[config.mk]
export PLATFORM = sky130hd
export DESIGN_NAME = clm_macrocell
export DESIGN_NICKNAME = d
export VERILOG_FILES = /design/src/clm_pkg.sv /design/src/clm_macrocell.sv
export SDC_FILE = /design/constraint.sdc
export NUM_CORES = 1
export LEC_CHECK = 0
export BUFFER_PORTS_ARGS = -buffer_cell sky130_fd_sc_hd__buf_4
export CORE_MARGIN = 1.5
export CORE_UTILIZATION = 59
export CTS_CLUSTER_DIAMETER = 150
export DETAILED_ROUTE_END_ITERATION = 7
export MAX_ROUTING_LAYER = met4
export PLACE_DENSITY = 0.79
export REMOVE_ABC_BUFFERS = 1
export SLEW_MARGIN = 20
export SYNTH_ARGS = -nofsm -noshare
export SYNTH_HDL_FRONTEND = slang
export SYNTH_SLANG_ARGS = --single-unit
[constraint.sdc]
create_clock -name pclk -period 1.85 [get_ports pclk]
set_input_delay 0 -clock pclk [delete_from_list [all_inputs] [get_ports pclk]]
set_output_delay 0 -clock pclk [all_outputs]
set_load 0.005 [all_outputs]
[src/clm_pkg.sv]
// constants shared by the configurable logic macrocell block
`default_nettype none
package clm_pkg;
	localparam int          NCELL       = 32;       // output cells, and input cells
	localparam int          NSYNC       = 5 * NCELL + NCELL + 1;
	localparam int          ADDR_W      = 8;
	// register byte offsets
	localparam logic [7:0]  OFS_COMB    = 8'h00;    // per cell: combinatorial form
	localparam logic [7:0]  OFS_LATCH   = 8'h04;    // per cell: latch form
	localparam logic [7:0]  OFS_INVERT  = 8'h08;    // per cell: inverted output
	localparam logic [7:0]  OFS_TOGGLE  = 8'h0C;    // per cell: toggle storage
	localparam logic [7:0]  OFS_CLKINV  = 8'h10;    // per cell: falling clock edge
	localparam logic [7:0]  OFS_INLATCH = 8'h14;    // per input cell: latch capture
	localparam logic [7:0]  OFS_OSTATE  = 8'h18;    // read only: output cell state
	localparam logic [7:0]  OFS_ISTATE  = 8'h1C;    // read only: input cell state
	// reset values
	localparam logic [31:0] RST_CFG     = 32'h0000_0000;
	localparam logic [31:0] RD_ZERO     = 32'h0000_0000;
endpackage : clm_pkg
`default_nettype wire

[src/clm_macrocell.sv]
// output and input macrocells with apb configuration registers
//
// Decided for this implementation: the placing of the registers and the APB slave port.
`default_nettype none
module clm_macrocell
	import clm_pkg::*;
(
	input  wire logic              pclk,
	input  wire logic              presetn,
	input  wire logic [ADDR_W-1:0] paddr,
	input  wire logic              psel,
	input  wire logic              penable,
	input  wire logic              pwrite,
	input  wire logic [31:0]       pwdata,
	output var  logic [31:0]       prdata,
	output var  logic              pready,
	output var  logic              pslverr,
	input  wire logic [NCELL-1:0]  sum_term,
	input  wire logic [NCELL-1:0]  clk_term,
	input  wire logic [NCELL-1:0]  clr_term,
	input  wire logic [NCELL-1:0]  set_term,
	input  wire logic [NCELL-1:0]  oe_term,
	input  wire logic [NCELL-1:0]  in_pin,
	input  wire logic              in_clk,
	output var  logic [NCELL-1:0]  pin_out,
	output var  logic [NCELL-1:0]  pin_oe,
	output var  logic [NCELL-1:0]  in_q
);
	// configuration registers
	logic [NCELL-1:0] comb;
	logic [NCELL-1:0] latch;
	logic [NCELL-1:0] inv;
	logic [NCELL-1:0] toggle;
	logic [NCELL-1:0] clk_inv;
	logic [NCELL-1:0] in_latch;
	logic [NCELL-1:0] next_comb;
	logic [NCELL-1:0] next_latch;
	logic [NCELL-1:0] next_inv;
	logic [NCELL-1:0] next_toggle;
	logic [NCELL-1:0] next_clk_inv;
	logic [NCELL-1:0] next_in_latch;
	logic [31:0]      next_prdata;
	logic             next_pready;
	logic             next_pslverr;
	logic             wr_go;
	logic             hit;
	logic [31:0]      rd_val;

	// input synchroniser: three stages, filtered once stages two and three agree
	// every term and pin crosses in one vector so all cells see the same latency
	logic [NSYNC-1:0] s1;
	logic [NSYNC-1:0] s2;
	logic [NSYNC-1:0] s3;
	logic [NSYNC-1:0] filt;
	logic [NSYNC-1:0] filt_d;
	logic [NSYNC-1:0] next_filt;
	logic [NCELL-1:0] d_f;
	logic [NCELL-1:0] ck_f;
	logic [NCELL-1:0] ck_d;
	logic [NCELL-1:0] clr_f;
	logic [NCELL-1:0] set_f;
	logic [NCELL-1:0] oe_f;
	logic [NCELL-1:0] pin_f;
	logic             ick_f;
	logic             ick_d;

	// cell storage
	logic [NCELL-1:0] q;
	logic [NCELL-1:0] next_q;
	logic [NCELL-1:0] next_in_q;
	logic [NCELL-1:0] next_pin_out;
	logic [NCELL-1:0] edge_hit;
	logic [NCELL-1:0] en_lvl;
	logic             in_edge;

	// filter keeps its value while stages two and three disagree
	always_comb begin
		next_filt = (~(s2 ^ s3) & s3) | ((s2 ^ s3) & filt);
	end

	always_ff @(posedge pclk or negedge presetn) begin
		if (!presetn) begin
			s1     <= '0;
			s2     <= '0;
			s3     <= '0;
			filt   <= '0;
			filt_d <= '0;
		end else begin
			s1     <= {in_clk, in_pin, oe_term, set_term, clr_term, clk_term, sum_term};
			s2     <= s1;
			s3     <= s2;
			filt   <= next_filt;
			filt_d <= filt;
		end
	end

	// split the filtered vector back into its groups
	assign d_f   = filt[0 +: NCELL];
	assign ck_f  = filt[NCELL +: NCELL];
	assign ck_d  = filt_d[NCELL +: NCELL];
	assign clr_f = filt[2*NCELL +: NCELL];
	assign set_f = filt[3*NCELL +: NCELL];
	assign oe_f  = filt[4*NCELL +: NCELL];
	assign pin_f = filt[5*NCELL +: NCELL];
	assign ick_f = filt[NSYNC-1];
	assign ick_d = filt_d[NSYNC-1];
	assign in_edge = ick_f & ~ick_d;

	// apb decode: read data and error taken in setup, write done at access end
	always_comb begin
		hit    = 1'b1;
		rd_val = RD_ZERO;
		unique case (paddr)
			OFS_COMB:    rd_val = comb;
			OFS_LATCH:   rd_val = latch;
			OFS_INVERT:  rd_val = inv;
			OFS_TOGGLE:  rd_val = toggle;
			OFS_CLKINV:  rd_val = clk_inv;
			OFS_INLATCH: rd_val = in_latch;
			OFS_OSTATE:  rd_val = q;
			OFS_ISTATE:  rd_val = in_q;
			default:     hit = 1'b0;
		endcase
		next_pready   = psel & ~penable;
		next_prdata   = (psel & ~penable & ~pwrite) ? rd_val : prdata;
		next_pslverr  = (psel & ~penable) ? ~hit : pslverr;
		wr_go         = psel & penable & pready & pwrite & ~pslverr;
		next_comb     = (wr_go && paddr == OFS_COMB)    ? pwdata : comb;
		next_latch    = (wr_go && paddr == OFS_LATCH)   ? pwdata : latch;
		next_inv      = (wr_go && paddr == OFS_INVERT)  ? pwdata : inv;
		next_toggle   = (wr_go && paddr == OFS_TOGGLE)  ? pwdata : toggle;
		next_clk_inv  = (wr_go && paddr == OFS_CLKINV)  ? pwdata : clk_inv;
		next_in_latch = (wr_go && paddr == OFS_INLATCH) ? pwdata : in_latch;
	end

	always_ff @(posedge pclk or negedge presetn) begin
		if (!presetn) begin
			prdata   <= RD_ZERO;
			pready   <= 1'b0;
			pslverr  <= 1'b0;
			comb     <= RST_CFG;
			latch    <= RST_CFG;
			inv      <= RST_CFG;
			toggle   <= RST_CFG;
			clk_inv  <= RST_CFG;
			in_latch <= RST_CFG;
		end else begin
			prdata   <= next_prdata;
			pready   <= next_pready;
			pslverr  <= next_pslverr;
			comb     <= next_comb;
			latch    <= next_latch;
			inv      <= next_inv;
			toggle   <= next_toggle;
			clk_inv  <= next_clk_inv;
			in_latch <= next_in_latch;
		end
	end

	// per cell next state for output and input macrocells
	genvar i;
	generate
		for (i = 0; i < NCELL; i++) begin : g_cell
			always_comb begin
				// effective clock edge and latch level after polarity choice
				edge_hit[i] = (ck_f[i] ^ clk_inv[i]) & ~(ck_d[i] ^ clk_inv[i]);
				en_lvl[i]   = ck_f[i] ^ clk_inv[i];
				next_q[i]   = q[i];
				if (clr_f[i]) begin
					next_q[i] = 1'b0;
				end else if (set_f[i]) begin
					next_q[i] = 1'b1;
				end else if (comb[i]) begin
					next_q[i] = d_f[i];
				end else if (latch[i]) begin
					if (en_lvl[i]) begin
						next_q[i] = d_f[i];
					end
				end else if (edge_hit[i]) begin
					next_q[i] = toggle[i] ? (q[i] ^ d_f[i]) : d_f[i];
				end
				next_pin_out[i] = next_q[i] ^ inv[i];
				next_in_q[i]    = in_q[i];
				if (in_latch[i] ? ick_f : in_edge) begin
					next_in_q[i] = pin_f[i];
				end
			end

		end
	endgenerate

	// 32 output and 32 input storage elements, pins and enables registered
	always_ff @(posedge pclk or negedge presetn) begin
		if (!presetn) begin
			q       <= '0;
			in_q    <= '0;
			pin_out <= '0;
			pin_oe  <= '0;
		end else begin
			q       <= next_q;
			in_q    <= next_in_q;
			pin_out <= next_pin_out;
			pin_oe  <= oe_f;
		end
	end
endmodule : clm_macrocell
`default_nettype wire

==> results.ini <==
[drt]
final_antenna_net_count = 0
detail_route.drc_violations = 0
drt-initial-drc-count = 2417
route.detailed.wl_per_inst_um = 24.8
vias_per_cell = 5.90
postRouteWirelength_mm = 116
detailroute.via_count = 27617
detailedRoute.firstPassIterationCount = 8

[synth]
synth_edf_count = 0
dominantRegCellSynth = sky130_fd_sc_hd__dfrtp_1
synth.cell_area_um2 = 41200
avgSynthCellArea_um2 = 15.1
synth-warning-count = 0
ys_types = 72
yosysSeqAreaShare = 0.704
synth.ff_latch_count = 1159
synthCells = 2737
synth_async_sr_flop_share = 1.00

[setup_path]
cells_on_worst_reg2reg_path = 5
timing.critical_path.required_ns = 2.40
worstPathMaxFanout = 4
criticalPathCategory = flip-flop to flip-flop
timing.critical_path.from_type = flip-flop
crit-reg2reg-launch = clk_inv[3]$_DFFE_PN0P_
crit_end_element = flip-flop
arrival_ns = 2.39
critPathLaunch = clk_inv[3]$_DFFE_PN0P_

[global_routing]
global_route.usage.total = 0.341
global_route_wire_length_before_repair_mm = 178
antenna_found_initial = 8
vias_in_the_first_global_route = 29965
largest_net_degree_at_the_start_of_global_routing = 132
overflow = 0

[cells_and_area]
final_core_utilization = 0.788
drive_above_1_share = 0.249
area_growth_synth_to_finish_pct = 31.6
final_nets = 3888

[sta]
worst_pin_slew_ns = 0.984
whs_ns = 0.0206
max_clock_freq_ghz = 0.542
post_route_clock_period_utilization = 0.998
fin_skew_ns = 0.0215
final_critical_path_setup_slack_ns = 0.00449
finalHoldViolCount = 0
relSlewSlack = 0.342
timing_max_transition_violations_final = 0
timing.final.setup_violations = 0
minimum_period_implied_by_the_final_worst_setup_slack_ns = 1.85

[clock_tree]
post-cts-setup-buffers = 0
worst_setup_hold_path_clk_slew_ns = 0.07
tritoncts = done
worst_skew_pair.late_latency_ns = 0.68
max-clock-path-buffers = 3
htree_num_levels = 3
clock_tree_root_driver_cell = sky130_fd_sc_hd__clkbuf_16
clkSinkCount = 1159
cts_inserted_buffers = 109

[outcome]
run_status = finished, final reports clean

[floorplanning]
die_w_um = 267
initial_utilization = 0.599
die-height_um = 267
std_cell_rows = 96
io-pin-count = 368
area_inside_the_core_boundary_um2 = 68800
design.die.area_um2 = 71500

[min_path]
worst_hold_path_type = input port to flip-flop
worstHoldPathCells = 2
min-delay-start = in_pin[25]

[power_and_ir_drop]
static-leakage-power_nw = 24.8
post-layout-total-power_mw = 58.4
power_density_nw_per_um2 = 1080
vdd_ir_drop_max_mv = 1.10

[placed_design]
final_weighted_congestion_of_routability_driven_global_placement = 0.904
detailedPlace.worstSlack_ns = -0.0537
port-buffer-count = 367
dp.final_hpwl_mm = 67.7

[flow_run]
cap_viol_max_count = 0

==> Yosys cell counts (4+ instances only) <==
master,instances,area [um^2]
sky130_fd_sc_hd__o22a_1,7,61.3
sky130_fd_sc_hd__nor3_1,12,60.1
sky130_fd_sc_hd__nor4bb_1,5,50.1
sky130_fd_sc_hd__a221oi_1,10,87.6
sky130_fd_sc_hd__buf_2,23,115
sky130_fd_sc_hd__mux2_2,164,1850
sky130_fd_sc_hd__and3b_1,24,210
sky130_fd_sc_hd__nor2_1,93,349
sky130_fd_sc_hd__nor3b_1,26,195
sky130_fd_sc_hd__a22oi_1,60,450
sky130_fd_sc_hd__a311oi_1,5,43.8
sky130_fd_sc_hd__and2_1,23,144
sky130_fd_sc_hd__dfrtp_1,1159,29000
sky130_fd_sc_hd__a211oi_1,24,180
sky130_fd_sc_hd__a31oi_1,18,113
sky130_fd_sc_hd__a21oi_1,117,586
sky130_fd_sc_hd__o221ai_1,14,123
sky130_fd_sc_hd__a22o_1,23,201
sky130_fd_sc_hd__o22ai_1,36,225
sky130_fd_sc_hd__o31a_1,18,158
sky130_fd_sc_hd__nand2b_1,24,150
sky130_fd_sc_hd__mux2_4,30,450
sky130_fd_sc_hd__nand2_1,83,312
sky130_fd_sc_hd__mux2i_1,90,901
sky130_fd_sc_hd__o21ai_0,65,325
sky130_fd_sc_hd__clkbuf_1,22,82.6
sky130_fd_sc_hd__maj3_1,193,1930
sky130_fd_sc_hd__o311a_1,24,240
sky130_fd_sc_hd__a222oi_1,9,90.1
sky130_fd_sc_hd__nand3b_1,15,113
sky130_fd_sc_hd__inv_1,56,210
sky130_fd_sc_hd__buf_4,39,293
sky130_fd_sc_hd__mux2_1,35,394
sky130_fd_sc_hd__nor2b_1,10,62.6
sky130_fd_sc_hd__a2111oi_0,8,70.1
sky130_fd_sc_hd__xor2_1,34,298
sky130_fd_sc_hd__and3_1,4,25.0
sky130_fd_sc_hd__buf_6,10,113
sky130_fd_sc_hd__nand3_1,46,230
sky130_fd_sc_hd__a211o_1,29,254
==> logic make-up after synthesis <==
group           synth area share
compound gates            0.0824
xor+xnor                 0.00744
flops                      0.704
simple gates              0.0516
fa+ha+maj                 0.0469
mux                       0.0872
buf+inv                   0.0209
==> timing repair <==
action,CTS,global route
resized for setup,5,34
hold buffers,426,0
pin swaps,0,7
cloned,0,0
hold endpoints to repair,1557,0
setup endpoints to repair,6,59
==> placed cells by master, fill, tap and decap left out, types with 11 or more instances in the layout <==
cell	n
sky130_fd_sc_hd__bufinv_16	18
sky130_fd_sc_hd__nand3b_1	15
sky130_fd_sc_hd__a31oi_1	18
sky130_fd_sc_hd__dlygate4sd3_1	426
sky130_fd_sc_hd__a22oi_1	60
sky130_fd_sc_hd__a211oi_2	15
sky130_fd_sc_hd__xor2_1	34
sky130_fd_sc_hd__o21ai_0	65
sky130_fd_sc_hd__o31a_1	18
sky130_fd_sc_hd__buf_12	33
sky130_fd_sc_hd__nor3b_1	23
sky130_fd_sc_hd__inv_1	55
sky130_fd_sc_hd__o22ai_1	36
sky130_fd_sc_hd__a211o_1	28
sky130_fd_sc_hd__clkinv_2	17
sky130_fd_sc_hd__nor3_1	11
sky130_fd_sc_hd__mux2_1	35
sky130_fd_sc_hd__mux2_4	30
sky130_fd_sc_hd__mux2i_1	90
sky130_fd_sc_hd__maj3_1	193
sky130_fd_sc_hd__nand2_1	83
sky130_fd_sc_hd__nor2_1	90
sky130_fd_sc_hd__nand3_1	46
sky130_fd_sc_hd__dfrtp_1	1153
sky130_fd_sc_hd__clkbuf_16	110
sky130_fd_sc_hd__o311a_1	23
sky130_fd_sc_hd__and3b_1	23
sky130_fd_sc_hd__o221ai_1	14
sky130_fd_sc_hd__and2_1	19
sky130_fd_sc_hd__nand2b_1	24
sky130_fd_sc_hd__mux2_2	164
sky130_fd_sc_hd__a21oi_1	115
sky130_fd_sc_hd__clkbuf_8	31
sky130_fd_sc_hd__buf_4	440
sky130_fd_sc_hd__a22o_1	23
sky130_fd_sc_hd__clkinvlp_4	11
==> critical path, stage by stage (launching register included) <==
cell and delay (ns):
sky130_fd_sc_hd__dfrtp_1 0.45, sky130_fd_sc_hd__nand2b_1 0.24, sky130_fd_sc_hd__o22ai_1 0.29, sky130_fd_sc_hd__a21oi_1 0.16, sky130_fd_sc_hd__nand3b_1 0.22, sky130_fd_sc_hd__a311oi_1 0.37
==> final timing paths <==
check,end,slack [ns]
worst max-delay path,pin_out[3]$_DFF_PN0_,0.004
worst max register to register,pin_out[3]$_DFF_PN0_,0.004
max in group asynchronous,async pin,0.41
min in group asynchronous,q[11]$_DFF_PN0_,0.07
worst min-delay path,s1[185]$_DFF_PN0_,0.02
worst min register to register,s2[36]$_DFF_PN0_,0.34
==> power by group <==
part / total [mW] / internal, mW / switching, mW / leakage [nW]
sequential: 28.5 / 27.0 / 1.45 / 14.1
combinational: 5.28 / 2.78 / 2.50 / 8.76
clock: 24.7 / 14.7 / 9.99 / 1.96
==> area by class of cell <==
class	count	area, um^2
multi-input cells	1424	11600
flip-flops and latches	1159	29000
clock buffers	151	3220
inverters	56	210
repair buffers	900	8240
well taps	931	1160
clock inverters	55	810
fillers	3742	14600
diodes	8	20.0
==> metal layers <==
layer / share of wire / routed length (um) / global-route usage / vias up
met3: 0.072 / 8330 / 0.0654 / 375
met5: 0 / 0 / - / -
met2: 0.51 / 59700 / 0.568 / 1244
met4: 0.045 / 5190 / 0.144 / 0
met1: 0.37 / 43100 / 0.411 / 14294
li1: - / - / - / 11704
==> through the flow <==
| step | cells | setup TNS, ns | instance area, um^2 |
|---|---|---|---|
| after floorplan | 2639 | -29.62 | 40600 |
| after global placement | 4044 | -0.00814 | 45800 |
| after detailed placement | 4044 | -0.0913 | 45800 |
| after CTS | 4676 | 0 | 54100 |
| after global routing | 4684 | -0.0948 | 54200 |
| final | 4684 | 0 | 54200 |
Note: power is estimated with default switching activity, not from simulation.
